===== src/logic/pie_pkg.sv =====
package pie_pkg;

  // Sizes
  localparam int PIE_NSRC = 19;
  localparam int PIE_NLVL = 6;
  localparam int PIE_NEV = 5;
  localparam int PIE_AW = 17;

  // Register indices; byte address is four times the index
  localparam logic [14:0] PIE_IDX_SYSVEC = 15'h701E;
  localparam logic [14:0] PIE_IDX_GRPB = 15'h7433;
  localparam logic [14:0] PIE_IDX_GRPC = 15'h7434;
  localparam logic [14:0] PIE_IDX_LVLMASK = 15'h7440;
  localparam logic [14:0] PIE_IDX_CTRL = 15'h7441;
  localparam logic [14:0] PIE_IDX_STAT = 15'h7442;
  localparam logic [14:0] PIE_IDX_IRQMASK = 15'h7443;
  localparam logic [14:0] PIE_IDX_PEND = 15'h7444;

  // Field positions
  localparam int PIE_CTRL_GLOBAL_MASKABLE_DISABLE_BIT = 0;
  localparam int PIE_EV_MASKABLE = 0;
  localparam int PIE_EV_NMI = 1;
  localparam int PIE_EV_SOFT = 2;
  localparam int PIE_EV_TRAP = 3;
  localparam int PIE_EV_PHANTOM = 4;

  // Reset values
  localparam logic [5:0] PIE_RST_LVLMASK = 6'h00;
  localparam logic PIE_RST_GLOBAL_MASKABLE_DISABLE = 1'b1;
  localparam logic [15:0] PIE_RST_VEC = 16'h0000;
  localparam logic [4:0] PIE_RST_IRQMASK = 5'h00;

  // Fixed vectors
  localparam logic [15:0] PIE_VEC_NMI = 16'h0024;
  localparam logic [15:0] PIE_VEC_TRAP = 16'h0022;
  localparam logic [15:0] PIE_VEC_PHANTOM = 16'h0000;

  // Core levels that own a vector register here
  localparam logic [2:0] PIE_LVL_ONE = 3'h1;
  localparam logic [2:0] PIE_LVL_GRPB = 3'h3;
  localparam logic [2:0] PIE_LVL_GRPC = 3'h4;
  localparam logic [2:0] PIE_LVL_SYS5 = 3'h5;
  localparam logic [2:0] PIE_LVL_SYS6 = 3'h6;

  // Per source offset, index 0 is overall priority 22, index 18 is 40
  localparam logic [PIE_NSRC-1:0][15:0] PIE_SRC_OFS = {
    16'h001F, 16'h0011, 16'h0001, 16'h0004,
    16'h0007, 16'h0006, 16'h0005,
    16'h0036, 16'h0035, 16'h0034, 16'h0033,
    16'h0032, 16'h0031, 16'h0030, 16'h002F,
    16'h002E, 16'h002D, 16'h002C, 16'h002B};

  // Per source core level
  localparam logic [PIE_NSRC-1:0][2:0] PIE_SRC_LVL = {
    3'h6, 3'h6, 3'h6, 3'h6,
    3'h5, 3'h5, 3'h5,
    3'h4, 3'h4, 3'h4, 3'h4,
    3'h3, 3'h3, 3'h3, 3'h3,
    3'h3, 3'h3, 3'h3, 3'h3};

endpackage


===== src/logic/pie_first_set.sv =====
`timescale 1ns/10ps
module pie_first_set
  import pie_pkg::*;
#(
  parameter int N = 19,
  parameter int W = 5
) (
  input wire logic [N-1:0] req, // Candidate lines, bit 0 ranks first
  output logic any, // Some line set
  output logic [W-1:0] idx // Lowest set index
);

  // Scan downward so the lowest index is written last and wins
  always_comb begin
    any = 1'b0;
    idx = '0;
    for (int i = N - 1; i >= 0; i--) begin
      if (req[i]) begin
        any = 1'b1;
        idx = W'(i);
      end
    end
  end

endmodule


===== src/logic/pie_expander.sv =====
// The APB interface to the registers was chosen for this implementation.
`timescale 1ns/10ps
module pie_expander
  import pie_pkg::*;
(
  input wire logic sys_clk, // 125 MHz system clock
  input wire logic rst_n, // Synchronous reset, active low
  input wire logic psel, // APB select
  input wire logic penable, // APB enable
  input wire logic pwrite, // APB direction, high for write
  input wire logic [PIE_AW-1:0] paddr, // APB byte address
  input wire logic [31:0] pwdata, // APB write data
  output logic [31:0] prdata, // APB read data
  output logic pready, // APB ready
  output logic pslverr, // APB error, unmapped address
  input wire logic timer2PeriodIrq, // Event pulses from on-chip timers
  input wire logic timer2CompareIrq, // Timer 2 compare
  input wire logic timer2UnderflowIrq, // Timer 2 underflow
  input wire logic timer2OverflowIrq, // Timer 2 overflow
  input wire logic timer3PeriodIrq, // Timer 3 period
  input wire logic timer3CompareIrq, // Timer 3 compare
  input wire logic timer3UnderflowIrq, // Timer 3 underflow
  input wire logic timer3OverflowIrq, // Timer 3 overflow
  input wire logic capture1Irq, // Capture unit 1
  input wire logic capture2Irq, // Capture unit 2
  input wire logic capture3Irq, // Capture unit 3
  input wire logic capture4Irq, // Capture unit 4
  input wire logic serialPeriphIrq, // Serial peripheral, low priority
  input wire logic serialReceiveIrq, // Serial receive, low priority
  input wire logic serialTransmitIrq, // Serial transmit, low priority
  input wire logic converterDoneIrq, // Converter done
  input wire logic extPin1Irq, // Pin, asynchronous
  input wire logic extPin2Irq, // Pin, asynchronous
  input wire logic extPin3Irq, // Pin, asynchronous
  input wire logic coreLevelOneReq, // Level 1 request from other logic
  input wire logic coreLevelTwoReq, // Level 2 request from other logic
  input wire logic nmiPin, // Nonmaskable pin, asynchronous
  input wire logic swReq, // Core software interrupt pulse
  input wire logic [4:0] swNum, // Interrupt number of swReq
  input wire logic swTrap, // swReq comes from the trap instruction
  output logic ackPulse, // One cycle acknowledge to the core
  output logic [15:0] ackVector, // Vector location to branch to
  output logic [2:0] ackLevel, // Maskable level taken, zero otherwise
  output logic [5:0] coreLevelReq, // Pending unmasked levels 1 to 6
  output logic globalMaskableDisable, // Global maskable disable flag
  output logic irq // Level interrupt from status and mask
);

  // Register state
  logic [31:0] prdata_ff, nxt_prdata;
  logic pready_ff, pslverr_ff;
  logic [5:0] levelMaskRegister_ff, nxt_levelMaskRegister;
  logic global_maskable_disable_ff, nxt_global_maskable_disable;
  logic [PIE_NEV-1:0] stat_ff, nxt_stat;
  logic [PIE_NEV-1:0] irqMask_ff, nxt_irqMask;
  logic [PIE_NSRC-1:0] pend_ff, nxt_pend;
  logic [15:0] systemVectorOffset_ff, nxt_systemVectorOffset;
  logic [15:0] groupBVectorOffset_ff, nxt_groupBVectorOffset;
  logic [15:0] groupCVectorOffset_ff, nxt_groupCVectorOffset;
  logic ackPulse_ff;
  logic [15:0] ackVector_ff, nxt_ackVector;
  logic [2:0] ackLevel_ff;
  logic [5:0] coreLevelReq_ff;
  logic irq_ff;

  // Pin synchronisers and edge detect state
  logic [2:0] extSync1_ff, extSync2_ff, extDly_ff;
  logic nmiSync1_ff, nmiSync2_ff, nmiDly_ff;
  logic nmiPend_ff, nxt_nmiPend;

  // Pins first cross two flops; only the second stage feeds logic
  always_ff @(posedge sys_clk) begin
    extSync1_ff <= {extPin3Irq, extPin2Irq, extPin1Irq};
    extSync2_ff <= extSync1_ff;
    nmiSync1_ff <= nmiPin;
    nmiSync2_ff <= nmiSync1_ff;
  end

  // Rising edges of synchronised pins
  logic [2:0] extEdge;
  logic nmiEdge;
  assign extEdge = extSync2_ff & ~extDly_ff;
  assign nmiEdge = nmiSync2_ff & ~nmiDly_ff;

  // Source events in overall priority order, bit 0 first
  logic [PIE_NSRC-1:0] srcEvt;
  assign srcEvt = {extEdge, converterDoneIrq,
    serialTransmitIrq, serialReceiveIrq, serialPeriphIrq,
    capture4Irq, capture3Irq, capture2Irq, capture1Irq,
    timer3OverflowIrq, timer3UnderflowIrq, timer3CompareIrq, timer3PeriodIrq,
    timer2OverflowIrq, timer2UnderflowIrq, timer2CompareIrq, timer2PeriodIrq};

  // Level membership of each source, from the fixed routing table
  logic [PIE_NLVL-1:0][PIE_NSRC-1:0] member;
  logic [PIE_NLVL-1:0] srcLvlPend;
  genvar g, s;
  generate
    for (g = 0; g < PIE_NLVL; g++) begin : gLvl
      for (s = 0; s < PIE_NSRC; s++) begin : gSrc
        assign member[g][s] = (PIE_SRC_LVL[s] == 3'(g + 1));
      end
      assign srcLvlPend[g] = |(pend_ff & member[g]);
    end
  endgenerate

  // Merge peripheral and outside requests onto six levels
  logic [PIE_NLVL-1:0] lvlPend, lvlOk;
  assign lvlPend = srcLvlPend | {4'h0, coreLevelTwoReq, coreLevelOneReq};
  // Mask bit one unmasks; the global flag blocks every level
  assign lvlOk = lvlPend & levelMaskRegister_ff & {PIE_NLVL{~global_maskable_disable_ff}};

  // Highest priority level wins; lowest number ranks first
  logic lvlAny;
  logic [2:0] lvlIdx;
  pie_first_set #(.N(PIE_NLVL), .W(3)) uLvlPick (
    .req(lvlOk),
    .any(lvlAny),
    .idx(lvlIdx)
  );

  logic [2:0] winLvl;
  assign winLvl = lvlIdx + 3'h1;

  // Within the chosen level the lowest priority number wins
  logic [PIE_NSRC-1:0] srcCand;
  logic srcAny;
  logic [4:0] srcIdx;
  assign srcCand = pend_ff & member[lvlIdx];
  pie_first_set #(.N(PIE_NSRC), .W(5)) uSrcPick (
    .req(srcCand),
    .any(srcAny),
    .idx(srcIdx)
  );

  logic [15:0] winOfs;
  assign winOfs = PIE_SRC_OFS[srcIdx];

  // One acknowledge per cycle: software, then NMI, then maskable.
  // The core issues one instruction at a time, so software never waits.
  logic takeSw, takeTrap, takeIntr, takeNmi, takeMask;
  assign takeSw = swReq;
  assign takeTrap = swReq & swTrap;
  assign takeIntr = swReq & ~swTrap;
  assign takeNmi = nmiPend_ff & ~swReq;
  assign takeMask = lvlAny & ~swReq & ~nmiPend_ff;

  // Branch target of the taken request
  always_comb begin
    if (takeTrap) begin
      nxt_ackVector = PIE_VEC_TRAP;
    end else if (takeIntr) begin
      nxt_ackVector = {10'h000, swNum, 1'b0};
    end else if (takeNmi) begin
      nxt_ackVector = PIE_VEC_NMI;
    end else begin
      nxt_ackVector = {12'h000, winLvl, 1'b0};
    end
  end

  // Software request to a level that owns a vector register has no source behind it
  logic phanSys, phanB, phanC, phantom;
  assign phanSys = takeIntr & (swNum == 5'(PIE_LVL_ONE) | swNum == 5'(PIE_LVL_SYS5)
    | swNum == 5'(PIE_LVL_SYS6));
  assign phanB = takeIntr & (swNum == 5'(PIE_LVL_GRPB));
  assign phanC = takeIntr & (swNum == 5'(PIE_LVL_GRPC));
  assign phantom = phanSys | phanB | phanC;

  // Peripheral source that supplies a vector this cycle
  logic loadSys, loadB, loadC;
  assign loadSys = takeMask & srcAny & (winLvl == PIE_LVL_SYS5 | winLvl == PIE_LVL_SYS6);
  assign loadB = takeMask & srcAny & (winLvl == PIE_LVL_GRPB);
  assign loadC = takeMask & srcAny & (winLvl == PIE_LVL_GRPC);

  // Vector registers keep their value until an acknowledge or software request of their own levels
  always_comb begin
    nxt_systemVectorOffset = systemVectorOffset_ff;
    nxt_groupBVectorOffset = groupBVectorOffset_ff;
    nxt_groupCVectorOffset = groupCVectorOffset_ff;
    if (loadSys) begin
      nxt_systemVectorOffset = winOfs;
    end else if (phanSys) begin
      nxt_systemVectorOffset = PIE_VEC_PHANTOM;
    end
    if (loadB) begin
      nxt_groupBVectorOffset = winOfs;
    end else if (phanB) begin
      nxt_groupBVectorOffset = PIE_VEC_PHANTOM;
    end
    if (loadC) begin
      nxt_groupCVectorOffset = winOfs;
    end else if (phanC) begin
      nxt_groupCVectorOffset = PIE_VEC_PHANTOM;
    end
  end

  // Pending sources: a new event beats the clear of the same bit
  logic [PIE_NSRC-1:0] pendClr;
  generate
    for (s = 0; s < PIE_NSRC; s++) begin : gClr
      assign pendClr[s] = takeMask & srcAny & (srcIdx == 5'(s));
    end
  endgenerate
  assign nxt_pend = (pend_ff & ~pendClr) | srcEvt;

  // NMI edge waits only while a software request is taken
  assign nxt_nmiPend = nmiEdge | (nmiPend_ff & ~takeNmi);

  // APB decode, no wait state; read data comes from a flop loaded in setup
  logic setupPh, accessPh, aligned, hit, wrEn, rdStat;
  logic [14:0] idx;
  assign idx = paddr[PIE_AW-1:2];
  assign aligned = (paddr[1:0] == 2'h0);
  assign setupPh = psel & ~penable;
  assign accessPh = psel & penable & pready_ff;
  assign hit = aligned & (idx == PIE_IDX_SYSVEC | idx == PIE_IDX_GRPB
    | idx == PIE_IDX_GRPC | idx == PIE_IDX_LVLMASK | idx == PIE_IDX_CTRL
    | idx == PIE_IDX_STAT | idx == PIE_IDX_IRQMASK | idx == PIE_IDX_PEND);
  assign wrEn = accessPh & pwrite & hit;
  assign rdStat = accessPh & ~pwrite & aligned & (idx == PIE_IDX_STAT);

  // Read mux, captured in the setup cycle; unused bits read zero
  assign nxt_prdata = ~aligned ? 32'h0000_0000
    : idx == PIE_IDX_SYSVEC ? {16'h0000, systemVectorOffset_ff}
    : idx == PIE_IDX_GRPB ? {16'h0000, groupBVectorOffset_ff}
    : idx == PIE_IDX_GRPC ? {16'h0000, groupCVectorOffset_ff}
    : idx == PIE_IDX_LVLMASK ? {26'h0, levelMaskRegister_ff}
    : idx == PIE_IDX_CTRL ? {31'h0, global_maskable_disable_ff}
    : idx == PIE_IDX_STAT ? {27'h0, stat_ff}
    : idx == PIE_IDX_IRQMASK ? {27'h0, irqMask_ff}
    : idx == PIE_IDX_PEND ? {13'h0, pend_ff}
    : 32'h0000_0000;

  // Software writes; vector registers ignore writes
  assign nxt_levelMaskRegister = (wrEn & idx == PIE_IDX_LVLMASK)
    ? pwdata[PIE_NLVL-1:0] : levelMaskRegister_ff;
  assign nxt_irqMask = (wrEn & idx == PIE_IDX_IRQMASK)
    ? pwdata[PIE_NEV-1:0] : irqMask_ff;

  // Any acknowledge but the trap sets the flag, winning over a clear
  logic anyAck;
  assign anyAck = takeSw | takeNmi | takeMask;
  assign nxt_global_maskable_disable = (anyAck & ~takeTrap) ? 1'b1
    : (wrEn & idx == PIE_IDX_CTRL) ? pwdata[PIE_CTRL_GLOBAL_MASKABLE_DISABLE_BIT] : global_maskable_disable_ff;

  // Sticky events; a read clears only the bits it returned
  logic [PIE_NEV-1:0] evt, statClr;
  assign evt[PIE_EV_MASKABLE] = takeMask;
  assign evt[PIE_EV_NMI] = takeNmi;
  assign evt[PIE_EV_SOFT] = takeIntr;
  assign evt[PIE_EV_TRAP] = takeTrap;
  assign evt[PIE_EV_PHANTOM] = phantom;
  assign statClr = rdStat ? prdata_ff[PIE_NEV-1:0] : '0;
  assign nxt_stat = (stat_ff & ~statClr) | evt;

  // Bus slave flops
  always_ff @(posedge sys_clk) begin
    if (!rst_n) begin
      prdata_ff <= 32'h0000_0000;
      pready_ff <= 1'b0;
      pslverr_ff <= 1'b0;
    end else begin
      pready_ff <= setupPh;
      pslverr_ff <= setupPh & ~hit;
      if (setupPh) begin
        prdata_ff <= nxt_prdata;
      end
    end
  end

  // Software visible registers
  always_ff @(posedge sys_clk) begin
    if (!rst_n) begin
      levelMaskRegister_ff <= PIE_RST_LVLMASK;
      global_maskable_disable_ff <= PIE_RST_GLOBAL_MASKABLE_DISABLE;
      irqMask_ff <= PIE_RST_IRQMASK;
      stat_ff <= '0;
    end else begin
      levelMaskRegister_ff <= nxt_levelMaskRegister;
      global_maskable_disable_ff <= nxt_global_maskable_disable;
      irqMask_ff <= nxt_irqMask;
      stat_ff <= nxt_stat;
    end
  end

  // Vector registers
  always_ff @(posedge sys_clk) begin
    if (!rst_n) begin
      systemVectorOffset_ff <= PIE_RST_VEC;
      groupBVectorOffset_ff <= PIE_RST_VEC;
      groupCVectorOffset_ff <= PIE_RST_VEC;
    end else begin
      systemVectorOffset_ff <= nxt_systemVectorOffset;
      groupBVectorOffset_ff <= nxt_groupBVectorOffset;
      groupCVectorOffset_ff <= nxt_groupCVectorOffset;
    end
  end

  // Pending state and pin edge history
  always_ff @(posedge sys_clk) begin
    if (!rst_n) begin
      pend_ff <= '0;
      nmiPend_ff <= 1'b0;
      extDly_ff <= 3'h0;
      nmiDly_ff <= 1'b0;
    end else begin
      pend_ff <= nxt_pend;
      nmiPend_ff <= nxt_nmiPend;
      extDly_ff <= extSync2_ff;
      nmiDly_ff <= nmiSync2_ff;
    end
  end

  // Core facing outputs, all registered
  always_ff @(posedge sys_clk) begin
    if (!rst_n) begin
      ackPulse_ff <= 1'b0;
      ackVector_ff <= 16'h0000;
      ackLevel_ff <= 3'h0;
      coreLevelReq_ff <= 6'h00;
      irq_ff <= 1'b0;
    end else begin
      ackPulse_ff <= anyAck;
      if (anyAck) begin
        ackVector_ff <= nxt_ackVector;
      end
      ackLevel_ff <= takeMask ? winLvl : 3'h0;
      coreLevelReq_ff <= lvlPend & levelMaskRegister_ff;
      irq_ff <= |(stat_ff & irqMask_ff);
    end
  end

  assign prdata = prdata_ff;
  assign pready = pready_ff;
  assign pslverr = pslverr_ff;
  assign ackPulse = ackPulse_ff;
  assign ackVector = ackVector_ff;
  assign ackLevel = ackLevel_ff;
  assign coreLevelReq = coreLevelReq_ff;
  assign globalMaskableDisable = global_maskable_disable_ff;
  assign irq = irq_ff;

endmodule


===== config.mk =====
export PLATFORM = sky130hd
export DESIGN_NAME = pie_expander
export DESIGN_NICKNAME = d
export VERILOG_FILES = /design/src/logic/pie_pkg.sv /design/src/logic/pie_first_set.sv /design/src/logic/pie_expander.sv
export SDC_FILE = /design/constraint.sdc
export NUM_CORES = 1
export LEC_CHECK = 0
export ABC_CLOCK_PERIOD_IN_PS = 4800
export BUFFER_PORTS_ARGS = -buffer_cell sky130_fd_sc_hd__clkbuf_2
export CAP_MARGIN = 30
export CORE_MARGIN = 5
export CORE_UTILIZATION = 52
export CTS_BUF_LIST = sky130_fd_sc_hd__clkbuf_8 sky130_fd_sc_hd__clkbuf_16
export CTS_CLUSTER_SIZE = 14
export DETAILED_ROUTE_END_ITERATION = 6
export GPL_TIMING_DRIVEN = 1
export PLACE_DENSITY = 0.8
export SLEW_MARGIN = 20
export SYNTH_ARGS = -nofsm -noshare
export SYNTH_HDL_FRONTEND = slang
export SYNTH_SLANG_ARGS = --single-unit

===== constraint.sdc =====
create_clock -name sys_clk -period 4.8 [get_ports sys_clk]
set_input_delay 0.96 -clock sys_clk [delete_from_list [all_inputs] [get_ports sys_clk]]
set_output_delay 0.96 -clock sys_clk [all_outputs]
set_load 0.01 [all_outputs]

Yosys cells after proc, flatten, opt, wreduce, memory -nomap -nowiden
Memory sizes are Yosys's and may differ from the RTL's.
Index checks and enable logic that the tools add are counted.
W data, S select, Z words.

cells by class
  $lt $le $gt $ge = 2
  $add $sub $neg = 1
  reductions and logical operators = 12
  muxes and demuxes = 71
  equal/unequal tests = 35
  bitwise gates (word level) = 86

operators with widths
  operator                number
  $mux W19                10
  $mux W16                8
  $eq A15 B15 Y1 const B  8
  $mux W5                 20
  $and A1 B1 Y1           47
  $eq A5 B4 Y1 const B    8
  $and A19 B19 Y19        2
  $eq A5 B3 Y1 const B    7
  $mux W1                 25
  $not A19 Y19            1
  $or A19 B19 Y19         1
  $mux W3                 6
  $eq A5 B2 Y1 const B    3
  $eq A5 B5 Y1 const B    3
  $or A1 B1 Y1            15
  $and A6 B6 Y6           2
  $mux W6                 2
  $not A1 Y1              11
  $and A5 B5 Y5           2
  $eq A5 B1 Y1 const B    2
  $eq A3 B3 Y1 const B    3
  $reduce_or A4 Y1        2
  $reduce_or A8 Y1        1
  $lt A5 B6 Y1 const B    1
  15 further kinds        17

storage, ports and cells
  bits in read-only memories = 664
  output and inout bits = 62
  bits in registers = 158
  memories kept = 2

memory list
  memory           depth  width  read ports  clocked after memory_dff  write ports  RTL line             text
  (no name shown)  32     16     1           0                         0            pie_expander.sv:136  assign winOfs = PIE_SRC_OFS[srcIdx];
  (no name shown)  8      19     1           0                         0            pie_expander.sv:128  assign srcCand = pend_ff & member[lvlIdx];

Longest topological paths before layout
Gate-level depths: netlist (run 1).

  depth after elaboration = 37
  depth in mapped cells = 19

Hierarchy
From an unflattened synthesis (run 1), not the netlist that was laid out.

unflattened totals
  cell total of the unflattened synthesis = 603
  area, all modules = 5,167.5 um^2

by module, submodules not included
  module                     area an instance (um^2)  times used  cells each
  pie_expander               4,887.2                  1           555
  pie_first_set at uSrcPick  222.7                    1           38
  pie_first_set at uLvlPick  57.6                     1           10

Worst setup path before layout (run 1)
Ideal clock, no wire load.

  kind = flip-flop to flip-flop
  start point = register pend_ff[4]
  end point = register groupCVectorOffset_ff[2]
  slack = 0.810 ns
  library setup time = 0.130 ns
  data arrival time = 3.859 ns
  period minus slack after synthesis = 3.990 ns
  required time = 4.670 ns
  cell stages (with the launch flop) = 20
  cell sequence = dfxtp_1 -> or4_1 -> clkbuf_1 -> o21ai_0 -> nand2_1 -> a221oi_1 -> ha_1 -> ha_1 -> o21a_1 -> nor3_1 -> a31oi_1 -> o21ai_0 -> nand2_1 -> ha_1 -> clkbuf_1 -> nand2_1 -> o21ai_0 -> a32oi_1 -> a32oi_1 -> mux2i_1

on the way
  cells in the longest elaborated chain, start to end = 32

ends and longest elaborated chain
  what                                                                    RTL line                                  text
  from (decl)                                                             pie_expander.sv:56                        logic [PIE_NSRC-1:0] pend_ff, nxt_pend;
  from (signal assigned)                                                  pie_expander.sv:306                       pend_ff <= nxt_pend;
  $reduce_or A8 Y1                                                        pie_expander.sv:102                       assign srcLvlPend[g] = |(pend_ff & member[g]);
  $or A6 B2 Y6                                                            pie_expander.sv:108                       assign lvlPend = srcLvlPend | {4'h0, coreLevelTwoReq, coreLevelOneReq};
  $and A6 B6 Y6 (2 in series)                                             pie_expander.sv:110                       assign lvlOk = lvlPend & levelMaskRegister_ff & {PIE_NLVL{~global_maskable_disable_ff}};
  $mux W3 (3 in series)                                                   pie_first_set.sv:18                       if (req[i]) begin
  $mem_v2 Z8 W19                                                          -
  $mux W19 (implied by the code)                                          pie_expander.sv:128
  $and A19 B19 Y19                                                        pie_expander.sv:128
  $mux W5 / $mux W1 (equally long branches) (19 in series)                pie_first_set.sv:18
  $mem_v2 Z32 W16 / $and A1 B1 Y1 (equally long branches)                 -
  $mux W16 (implied by the code) / $and A1 B1 Y1 (equally long branches)  pie_expander.sv:136, pie_expander.sv:172
  $mux W16 / $reduce_bool A2 Y1 (equally long branches)                   -
  to (signal assigned)                                                    pie_expander.sv:294                       groupCVectorOffset_ff <= nxt_groupCVectorOffset;
  to (decl)                                                               pie_expander.sv:59                        logic [15:0] groupCVectorOffset_ff, nxt_groupCVectorOffset;

Parallel ways exist; a longest one is shown, timed or not. The select of a mux whose other input is x is not followed.
A chain may end at the register's enable or synchronous reset.

Worst setup path in the final report (run 1)
  start point = register pend_ff[6]
  end point = register groupBVectorOffset_ff[2]

on the way
  cells in the longest elaborated chain, start to end = 32

ends and longest elaborated chain
  what                                                                    RTL line                                  text
  $reduce_or A8 Y1                                                        pie_expander.sv:102
  $or A6 B2 Y6                                                            pie_expander.sv:108
  $and A6 B6 Y6 (2 in series)                                             pie_expander.sv:110
  $mux W3 (3 in series)                                                   pie_first_set.sv:18
  $mem_v2 Z8 W19                                                          -
  $mux W19 (implied by the code)                                          pie_expander.sv:128
  $and A19 B19 Y19                                                        pie_expander.sv:128
  $mux W5 / $mux W1 (equally long branches) (19 in series)                pie_first_set.sv:18
  $mem_v2 Z32 W16 / $and A1 B1 Y1 (equally long branches)                 -
  $mux W16 (implied by the code) / $and A1 B1 Y1 (equally long branches)  pie_expander.sv:136, pie_expander.sv:171
  $mux W16 / $reduce_bool A2 Y1 (equally long branches)                   -
  to (signal assigned)                                                    pie_expander.sv:293                       groupBVectorOffset_ff <= nxt_groupBVectorOffset;
  to (decl)                                                               pie_expander.sv:58                        logic [15:0] groupBVectorOffset_ff, nxt_groupBVectorOffset;

Parallel ways exist; a longest one is shown, timed or not. The select of a mux whose other input is x is not followed.

==> results of run 1 <==
## through the flow
stage          setup slack, ns  power, W  instance area [sq um]  hold WS (ns)
2_1_floorplan            0.810   0.00102                   5160         0.310
6_report                 0.361   0.00155                   5800         0.337
3_5_place_dp             0.228   0.00107                   5630         0.312
5_1_grt                 0.0299   0.00161                   5800         0.347
4_1_cts                  0.287   0.00156                   5800         0.337
3_3_place_gp             0.265   0.00106                   5620         0.310
## synth_stat cells (all sizes together), types with 9 or more instances
cell,instances,area (sq um)
dfxtp,104,2080
nor2,45,176
nand2,41,154
a21oi,29,145
buf,29,200
o21ai,27,135
o21a,24,188
clkbuf,21,80.1
inv,18,67.6
mux2i,18,180
a22o,17,149
nand3,17,85.1
a21boi,15,113
a22oi,12,90.1
ha,11,138
nor3,11,71.3
nand2b,10,62.6
nor2b,9,56.3
## metal layers
layer	wire [um]	global-route usage (%)
met1	6000	32.2
met2	6260	37.0
met3	1110	4.26
met4	282	8.66
met5	0	0
## flip-flops by register name, summed over array words and instances, names as in the netlist, 3 cells and up
register,count
levelMaskRegister_ff,6
ackVector,5
groupCVectorOffset_ff,6
ackLevel,3
extSync2_ff,3
stat_ff,5
systemVectorOffset_ff,6
extSync1_ff,3
extDly_ff,3
pend_ff,19
groupBVectorOffset_ff,6
coreLevelReq,6
prdata,19
irqMask_ff,5
## final cells by class
type	instances	area [sq um]	area share, %
clock buffer	9	124	2.14
clock inverter	7	47.5	0.820
inverter	18	67.6	1.17
multi-input combinational	419	2730	47.1
sequential	104	2080	35.9
tap	133	166	2.87
timing repair buffer	109	579	9.99
## kinds of logic (layout without fill, tap and decap cells)
logic type / count (synthesis) / count (layout) / synth area share, %
muxes: 21 / 21 / 4.21
buffers and inverters: 68 / 143 / 6.85
and+or+nand+nor: 183 / 183 / 19.2
DFF: 104 / 104 / 41.0
adders and majority gates: 11 / 11 / 2.71
AOI/OAI and AO/OA: 179 / 179 / 25.8
xor gates and xnor gates: 1 / 1 / 0.173
other: 1 / 24 / 0.0739
## where the power goes
group	switching, W	internal, W	leakage, nW
Clock	0.000311	0.000189	0.0849
Sequential	0.0000249	0.000886	0.851
Combinational	0.0000828	0.0000564	1.42
## what timing repair did
item,CTS,global route
endpoints found under the setup margin,0,6
gates resized for setup,0,1
hold buffers,0,0
## worst paths after layout
check	end	depth (start not counted)
min	extSync2_ff[1]	0
max	groupBVectorOffset_ff[2]	18
max reg2reg	groupBVectorOffset_ff[2]	18
min reg2reg	extSync2_ff[1]	0
## critical path: stages, from the launching register on
cell,delay [ns]
dfxtp_1,0.37
or4_1,0.53
o21ai_1,0.32
nand2_1,0.11
a221oi_1,0.28
buf_4,0.20
ha_1,0.15
ha_1,0.27
o21a_1,0.18
nor3_1,0.05
a31oi_1,0.27
o21ai_0,0.23
nand2_1,0.19
ha_1,0.40
nand2_1,0.08
o21ai_0,0.09
a32oi_1,0.08
a32oi_1,0.36
mux2i_1,0.15
==> summary.md, run 1 <==
| Metric | Value |
|---|---|
| Slew @ Worst Pin | 0.924 ns |
| Status | completed |
| H-tree level count | 3 |
| Post-synth EDFFs | 0 |
| Total number of vias | 4641 |
| CTS tree | built |
| Die footprint | 11800 sq um |
| Unrepaired setup endpoints after global routing | no |
| Slew headroom | 38.4% |
| Synthesized area per cell | 8.94 sq um |
| Ys Warns | 0 |
| Number of global-route vias before repair | 4449 |
| Placer Congestion | 0.877 |
| Initial Util | 52.7% |
| Synth Flop Type | dfxtp_1 |
| Final setup viols | 0 |
| Post-CTS Setup Bufs | 0 |
| Synth unique cells | 73 |
| Clock Sinks | 104 |
| Power per standard cell area | 267 nW/um^2 |
| HP Class | reg -> reg |
| Hold Startpoint | extSync1_ff[1] |
| Post-route ant nets | 0 |
| Worst setup SP type | flip-flop |
| CP Launch Point | pend_ff[6] |
| Worst Path Arrival | 4.68 ns |
| Final Hold Fails | 0 |
| IO Count | 145 |
| Share of synthesized registers carrying an async set or reset | 0% |
| Diode count | 0 |
| Clock Latency Late Sink | 0.37 ns |
| DRC viols | 0 |
| Maximum number of pins on one net before global-route repair | 46 |
| Sum Neg Setup Slack | 0 ns |
| Overflow after GRT | 0 |
| Ratio of cells with drive above 1 in the final layout | 21.3% |
| Net count, final | 755 |
| Initial antenna violation count | 0 |
| CP Capture Type | flip-flop |
| Drt initial violations | 326 |
| Tmin final | 4.44 ns |
| Worst Path Max Fanout | 9 |
| R2R Setup Slk | 0.36 ns |
| CP Class | reg -> reg |
| Fillers | 870 |
| Root Buffer | clkbuf_8 |
| Final period utilization | 92.5% |
| F_max | 0.225 GHz |
| Layout Utilization | 60.2% |
| Placed cells | 783 |
| Pleak | 2.36 nW |
| Routed WL per cell | 17.1 um |
| Area Growth Syn to Fin | 14.2% |
| Clock transition at path regs | 0.10 ns |
| Seq/Total Area, Yosys | 41.0% |
| Yosys reg bits | 104 |
| Final Max Slew Viols | 0 |
| Non-Filler Instances | 799 |
| Clock buffer depth | 2 |
| Reg2Reg Launch Point | pend_ff[6] |
| Site Rows | 36 |
| Most frequent cells in the layout | dfxtp_1 (104), clkbuf_2 (94), nor2_1 (42) |
| Die width | 109 um |
| First-pass GRT wire length | 22000 um |
| Number of I/O port buffers | 94 |
| Drt pass-1 iters | 5 |
| GRT Total Usage | 23.5% |
| CP Data Required Time | 5.04 ns |
| Cts bufs inserted | 9 |
| Via density | 5.81 |
| Maximum vdd drop | 0.171 mV |
| Max Cap Violations | 0 |
| Commonest non-fill, non-tap cell in the layout | dfxtp_1 |
| Final Skew | 0.0111 ns |
| Total Wirelength | 13700 um |
| Area of the core | 9640 sq um |
| Chip height | 109 um |
| Post-detail-place hpwl | 10400 um |
| Syn Inst Count | 568 |
| Post-Syn Area | 5080 sq um |
No activity file was read; power rests on OpenSTA's default activity.
==> run 2, diff against run 1 <==
--- a/config.mk
+++ b/config.mk
@@ -5,16 +5,17 @@
 export SDC_FILE = /design/constraint.sdc
 export NUM_CORES = 1
 export LEC_CHECK = 0
+export ABC_AREA = 1
 export ABC_CLOCK_PERIOD_IN_PS = 4800
 export BUFFER_PORTS_ARGS = -buffer_cell sky130_fd_sc_hd__clkbuf_2
 export CAP_MARGIN = 30
 export CORE_MARGIN = 5
-export CORE_UTILIZATION = 52
+export CORE_UTILIZATION = 53
 export CTS_BUF_LIST = sky130_fd_sc_hd__clkbuf_8 sky130_fd_sc_hd__clkbuf_16
 export CTS_CLUSTER_SIZE = 14
 export DETAILED_ROUTE_END_ITERATION = 6
 export GPL_TIMING_DRIVEN = 1
-export PLACE_DENSITY = 0.8
+export PLACE_DENSITY = 0.81
 export SLEW_MARGIN = 20
 export SYNTH_ARGS = -nofsm -noshare
 export SYNTH_HDL_FRONTEND = slang
==> run 2 against run 1 <==
  * Die area grew 3.0%
  * Cell count grew 20%
  * Critical path depth grew 7
  * Total power grew 3.7%
  * Clock skew grew 0.0045 ns
  * Register-to-register slack gained 0.74 ns
  * Combinational power shrank 14%
  * Worst setup slack gained 0.74 ns
  * Design area grew 4.4%
  * Maximum frequency grew 20%
  * Count of clock-buffer cells in the layout grew 1
  * Flip-flop and latch count is the same
==> summary.md, run 2 <==
| Metric | Value |
|---|---|
| Final setup viols | 0 (unchanged) |
| Root Buffer | clkbuf_8 |
| CP Capture Type | flip-flop |
| Net count, final | 913 (+21%) |
| Layout Utilization | 61.6% (+1.5 points) |
| Area of the core | 9820 sq um (+1.9%) |
| CTS tree | built |
| Final Skew | 0.0156 ns (+0.00453 ns) |
| Cell taking the most area after synthesis | dfxtp_1 |
| Overflow after GRT | 0 (unchanged) |
| PostCTS Resize Cnt | 0 (unchanged) |
| Synthesized area per cell | 7.34 sq um (-18%) |
| Power per standard cell area | 265 nW/um^2 (-0.67%) |
| Post-Syn Area | 5350 sq um (+5.3%) |
| Clock Sinks | 104 (unchanged) |
| Slew @ Worst Pin | 0.660 ns (-0.264 ns) |
| Worst Path Max Fanout | 8 (-1) |
| IO Count | 145 (unchanged) |
| Post-CTS Hold Buffers | 0 (unchanged) |
| Seq/Total Area, Yosys | 38.9% (-2.1 points) |
| Unrepaired setup endpoints after global routing | no |
| Pleak | 2.76 nW (+17%) |
| Maximum number of pins on one net before global-route repair | 48 (+4.3%) |
| H-tree level count | 3 (unchanged) |
| Syn Inst Count | 728 (+28%) |
| Most frequent cells in the layout | nand2_1 (128), dfxtp_1 (104), clkbuf_2 (94) |
| CP Class | in -> reg |
| Post-detail-place hpwl | 11300 um (+9.3%) |
| Cts bufs inserted | 9 (unchanged) |
| Yosys reg bits | 104 (unchanged) |
| Diode count | 0 (unchanged) |
| CP Launch Point | coreLevelOneReq |
| Reg2Reg Launch Point | pend_ff[0] |
| Maximum vdd drop | 0.197 mV (+16%) |
| Hold Startpoint | extSync1_ff[1] |
| Area Growth Syn to Fin | 13.2% |
| Area of the multi-input gates | 2710 sq um (-0.96%) |
| Post-CTS Setup Bufs | 0 (unchanged) |
| Share of synthesized registers carrying an async set or reset | 0% (unchanged) |
| F_max | 0.270 GHz (+20%) |
| Ratio of cells with drive above 1 in the final layout | 21.1% (-0.20 points) |
| Status | completed |
| Max Cap Violations | 0 (unchanged) |
| Final period utilization | 77.2% (-15 points) |
| Die width | 110 um (+1.5%) |
| Placed cells | 941 (+20%) |
| Ys Warns | 0 (unchanged) |
| Clock transition at path regs | 0.10 ns (about the same) |
| Post-route ant nets | 0 (unchanged) |
| HP Class | reg -> reg |
| Total Wirelength | 14400 um (+5.3%) |
| Synth Flop Type | dfxtp_1 |
| Slew headroom | 55.9% (+18 points) |
| Drt initial violations | 371 (+14%) |
| Routed WL per cell | 15.0 um (-12%) |
| Worst Path Arrival | 4.00 ns (-0.68 ns) |
| Register area | 2080 sq um (unchanged) |
| Initial antenna violation count | 0 (unchanged) |
| Via density | 5.40 (-7.0%) |
| Synth area leaders | dfxtp_1 (39%), nand2_1 (9.0%), inv_1 (6.6%) |
| First-pass GRT wire length | 23500 um (+7.0%) |
| Clock Latency Late Sink | 0.38 ns (about the same) |
| Total number of vias | 5172 (+11%) |
| Chip height | 110 um (+1.5%) |
| Synth top area share | 38.9% (-2.1 points) |
| Drt pass-1 iters | 5 (unchanged) |
| Fillers | 898 (+3.2%) |
| Number of I/O port buffers | 94 (unchanged) |
| Non-Filler Instances | 957 (+20%) |
| GRT Total Usage | 23.1% (-0.40 points) |
| Number of global-route vias before repair | 5078 (+14%) |
| DRC viols | 0 (unchanged) |
| Sum Neg Setup Slack | 0 ns (unchanged) |
| Synth unique cells | 48 (-34%) |
| Die footprint | 12200 sq um (+3.0%) |
| Commonest non-fill, non-tap cell in the layout | nand2_1 |
| Site Rows | 36 (unchanged) |
| Final design area excluding fillers | 6050 sq um (+4.4%) |
| Tmin final | 3.70 ns (-0.736 ns) |
| Final Hold Fails | 0 (unchanged) |
| DP Area | 5840 sq um (+3.8%) |
| Placer Congestion | 0.972 (+11%) |
| Post-synth EDFFs | 0 (unchanged) |
| Worst setup SP type | input pin |
| CP Data Required Time | 5.10 ns (+0.06 ns) |
| Clock buffer depth | 2 (unchanged) |
| Synth cell count leaders | nand2_1 (128), dfxtp_1 (104), inv_1 (94) |
| Initial Util | 54.4% (+1.8 points) |
| Final Max Slew Viols | 0 (unchanged) |
| Count leader, synth | nand2_1 |
## run 2: cell count changes in the layout (fill, tap and decap cells not counted), sizes merged, moves of 17 or more
cell	change
a21oi	+27
nand2	+100
o21ai	+20
o21a	-24
mux2i	-18
nand3	+45
a22o	-17
inv	+84
nor2	+31
## run 2: kinds of logic after synthesis
logic type | count (synthesis) | synth area share, %
other | 1 | 0.0701
adders and majority gates | 11 | 2.57
buffers and inverters | 145 | 12.1
xor gates and xnor gates | 1 | 0.164
DFF | 104 | 38.9
and+or+nand+nor | 311 | 27.7
AOI/OAI and AO/OA | 155 | 18.5
## run 2: worst paths after layout
path / end / slack [ns] / cells past startpoint
worst max-delay path: systemVectorOffset_ff[2] / 1.10 / 25
worst min-delay path: extSync2_ff[1] / 0.33 / 0
worst max register to register: systemVectorOffset_ff[2] / 1.10 / 27
worst min register to register: extSync2_ff[1] / 0.33 / 0
## run 2: layout make-up
type | instances | share of cell area, %
tap | 133 | 2.75
inverter | 107 | 6.74
timing repair buffer | 95 | 7.90
clock buffer | 10 | 2.27
sequential | 104 | 34.4
multi-input combinational | 502 | 44.7
clock inverter | 6 | 1.24
## run 2: stage by stage
stage	hold slack (ns)	setup WS [ns]	power [W]
after global routing	0.346	0.835	0.00167
after global placement	0.313	0.880	0.00104
final	0.333	1.10	0.00161
after detailed placement	0.314	0.793	0.00104
after CTS	0.340	1.19	0.00161
after floorplan	0.310	1.48	0.00100
## run 2: critical path, cell delays in order
cell	delay (ns)
clkbuf_2	0.09
a21oi_1	0.39
nand2_4	0.17
inv_1	0.16
ha_1	0.18
ha_1	0.23
nand2_1	0.12
nand2_1	0.09
nand2_1	0.05
nand2_1	0.05
nand2_1	0.05
nand2_1	0.05
nand2_1	0.05
nand2_1	0.06
nand2_1	0.05
nand2_1	0.05
nand2_1	0.05
nand2_1	0.07
nand2_1	0.12
ha_1	0.28
nand2_1	0.09
o21ai_1	0.06
o21ai_1	0.27
nand2_1	0.10
a21oi_1	0.14
## run 2: power by group
part / switching [W] / internal (W) / total (W)
combinational: 0.0000801 / 0.0000393 / 0.000119
clock: 0.000317 / 0.000263 / 0.000579
sequential: 0.0000216 / 0.000887 / 0.000908
## run 2: layer usage
metal	vias to the layer above	global-route usage [%]	routed length (um)
met1	2359	30.9	6480
met3	40	3.72	1050
met4	0	11.0	441
met5	-	0	0
met2	222	36.4	6410
li1	2551	-	-
==> run 3, diff against run 2 <==
--- a/config.mk
+++ b/config.mk
@@ -6,16 +6,16 @@
 export NUM_CORES = 1
 export LEC_CHECK = 0
 export ABC_AREA = 1
-export ABC_CLOCK_PERIOD_IN_PS = 4800
+export ABC_CLOCK_PERIOD_IN_PS = 3150
 export BUFFER_PORTS_ARGS = -buffer_cell sky130_fd_sc_hd__clkbuf_2
 export CAP_MARGIN = 30
 export CORE_MARGIN = 5
-export CORE_UTILIZATION = 53
+export CORE_UTILIZATION = 48
 export CTS_BUF_LIST = sky130_fd_sc_hd__clkbuf_8 sky130_fd_sc_hd__clkbuf_16
 export CTS_CLUSTER_SIZE = 14
 export DETAILED_ROUTE_END_ITERATION = 6
 export GPL_TIMING_DRIVEN = 1
-export PLACE_DENSITY = 0.81
+export PLACE_DENSITY = 0.77
 export SLEW_MARGIN = 20
 export SYNTH_ARGS = -nofsm -noshare
 export SYNTH_HDL_FRONTEND = slang
==> constraint.sdc (replaced) <==
create_clock -name sys_clk -period 3.15 [get_ports sys_clk]
set_input_delay 0.63 -clock sys_clk [delete_from_list [all_inputs] [get_ports sys_clk]]
set_output_delay 0.63 -clock sys_clk [all_outputs]
set_load 0.01 [all_outputs]
==> run 3 against run 2 <==
  * Combinational power up 110%
  * Flip-flop and latch count unchanged
  * Critical path depth down 2
  * Register-to-register slack worse by 1.1 ns
  * First-iteration DRC count up 28%
  * Via count up 5.0%
  * Clock power up 48%
  * Sequential power up 52%
  * Utilization up 2.1 points
  * Largest power group unchanged
  * Worst setup slack worse by 1.1 ns
==> summary.md, run 3 (synthesis results as in run 2) <==
| Metric | Value |
|---|---|
| DRC viols | 0 (unchanged) |
| IO Count | 145 (unchanged) |
| CP Data Required Time | 3.38 ns (-1.72 ns) |
| Most frequent CP cell | nand2_2 |
| Drt initial violations | 475 (+28%) |
| R2R Setup Slk | 0.02 ns (-1.07 ns) |
| Worst Path Arrival | 3.36 ns (-0.64 ns) |
| Power per standard cell area | 358 nW/um^2 (+35%) |
| CP Class | reg -> reg |
| H-tree level count | 3 (unchanged) |
| Fillers | 955 (+6.3%) |
| Register area | 2090 sq um (+0.48%) |
| Chip height | 116 um (+4.6%) |
| Clock buffer depth | 2 (unchanged) |
| CTS tree | built |
| Most frequent cells in the layout | nand2_1 (113), dfxtp_1 (96), clkbuf_2 (94) |
| Worst Path Max Fanout | 7 (-1) |
| Maximum vdd drop | 0.444 mV (+120%) |
| Unrepaired setup endpoints after global routing | yes |
| Max Cap Violations | 0 (unchanged) |
| Cts bufs inserted | 9 (unchanged) |
| Post-CTS Hold Buffers | 0 (unchanged) |
| Final Skew | 0.0144 ns (-0.00124 ns) |
| Total Wirelength | 15400 um (+6.8%) |
| Overflow after GRT | 0 (unchanged) |
| HP Class | reg -> reg |
| CP Capture Type | flip-flop |
| Die footprint | 13300 sq um (+9.5%) |
| Layout Utilization | 63.7% (+2.1 points) |
| Die width | 116 um (+4.6%) |
| GRT Total Usage | 22.0% (-1.1 points) |
| Final Hold Fails | 0 (unchanged) |
| Post-route ant nets | 0 (unchanged) |
| Area of the core | 10900 sq um (+11%) |
| Peak per-stage delay on the critical path | 0.36 ns (-0.03 ns) |
| Final setup viols | 0 (unchanged) |
| Drt pass-1 iters | 6 (+1) |
| Maximum number of pins on one net before global-route repair | 67 (+40%) |
| Sum Neg Setup Slack | 0 ns (unchanged) |
| Status | completed |
| Slew @ Worst Pin | 0.767 ns (+0.107 ns) |
| Slowest library cell on the worst path | nor3_4 |
| Area of the multi-input gates | 2970 sq um (+9.7%) |
| Net count, final | 991 (+8.5%) |
| Commonest non-fill, non-tap cell in the layout | nand2_1 |
| Tmin final | 3.13 ns |
| F_max | 0.320 GHz |
| Site Rows | 38 (+5.6%) |
| Root Buffer | clkbuf_8 |
| Initial Util | 49.1% (-5.3 points) |
| Clock Sinks | 104 (unchanged) |
| Initial antenna violation count | 0 (unchanged) |
| Post-detail-place hpwl | 11600 um (+2.1%) |
| Final Max Slew Viols | 0 (unchanged) |
| Final period utilization | 99.3% |
| CP Cell Sequence | inv_2 > nand3_4 > o21ai_4 > nand2_1 > nand2_2 > nand2_4 > nand2_4 > buf_6 > ha_1 > inv_2 > nor2_4 > inv_4 > buf_12 > nor2_1 > nor2_2 > nand2_2 > nor2_4 > nand2_2 > o21ai_4 > nor3_4 > clkinv_2 > nand3_1 > a21oi_1 |
| Worst setup SP type | flip-flop |
| Number of global-route vias before repair | 4849 (-4.5%) |
| Total number of vias | 5433 (+5.0%) |
| Placer Congestion | 0.961 (-1.1%) |
| Diode count | 0 (unchanged) |
| Number of I/O port buffers | 94 (unchanged) |
| Clock transition at path regs | 0.09 ns (about the same) |
| Area Growth Syn to Fin | 29.8% |
| Via density | 5.22 (-3.4%) |
| First-pass GRT wire length | 23200 um (-1.5%) |
| Pleak | 3.21 nW (+16%) |
| Slew headroom | 48.8% (-7.1 points) |
| Ratio of cells with drive above 1 in the final layout | 34.4% (+13 points) |
| Clock Latency Late Sink | 0.38 ns (about the same) |
| Routed WL per cell | 14.8 um (-1.8%) |
[run 3: metal layers]
layer	vias to the layer above	part of all wire [%]	routed length, um	global-route usage [%]
li1	2712	-	-	-
met1	2461	44	6800	30.6
met2	235	45	6870	34.1
met3	25	9.0	1390	4.80
met4	0	2.0	300	6.81
met5	-	0	0	0
[run 3: timing repair]
action                                  in CTS  in global routing
resized for setup                           11                 86
endpoints found under the setup margin      29                 37
gates cloned                                 0                  0
endpoints found under the hold margin        0                  0
buffers inserted                             1                 11
pin swaps                                    3                 38
[run 3: worst paths after layout]
path,startpoint,endpoint,cells past startpoint
worst max-delay path,pend_ff[9],systemVectorOffset_ff[4],23
worst min-delay path,extSync1_ff[0],extSync2_ff[0],0
worst max register to register,pend_ff[9],systemVectorOffset_ff[4],23
worst min register to register,extSync1_ff[0],extSync2_ff[0],0
[run 3: metrics by stage]
step / power, W / hold slack, ns / area [sq um] / setup WS [ns] / instances
after global routing: 0.00258 / 0.336 / 6940 / -0.233 / 1041
final: 0.00248 / 0.333 / 6940 / 0.0213 / 1041
after detailed placement: 0.00163 / 0.315 / 6360 / -0.255 / 1014
after global placement: 0.00163 / 0.311 / 6360 / -0.236 / 1014
after CTS: 0.00249 / 0.336 / 6610 / 0.00916 / 1030
after floorplan: 0.00153 / 0.310 / 5430 / 0.158 / 751
[run 3: critical path: cells and delay by family, from the launching register on]
family / cells / cell delay (ns)
simple gates: 13 / 1.45
buf+inv: 6 / 0.64
compound gates: 3 / 0.37
flops: 1 / 0.33
fa+ha+maj: 1 / 0.17
[run 3: final cells by class]
| cell class | count | area share, % |
|---|---|---|
| clock buffer | 11 | 2.18 |
| clock inverter | 4 | 0.757 |
| inverter | 107 | 5.91 |
| multi-input combinational | 502 | 42.8 |
| sequential | 104 | 30.1 |
| tap | 140 | 2.52 |
| timing repair buffer | 173 | 15.7 |
[run 3: power by group]
part | total (W) | switching, W | internal, W
registers | 0.00138 | 0.0000230 | 0.00135
clock network | 0.000859 | 0.000449 | 0.000410
logic | 0.000248 | 0.000152 | 0.0000963
total | 0.00248 | 0.000624 | 0.00186
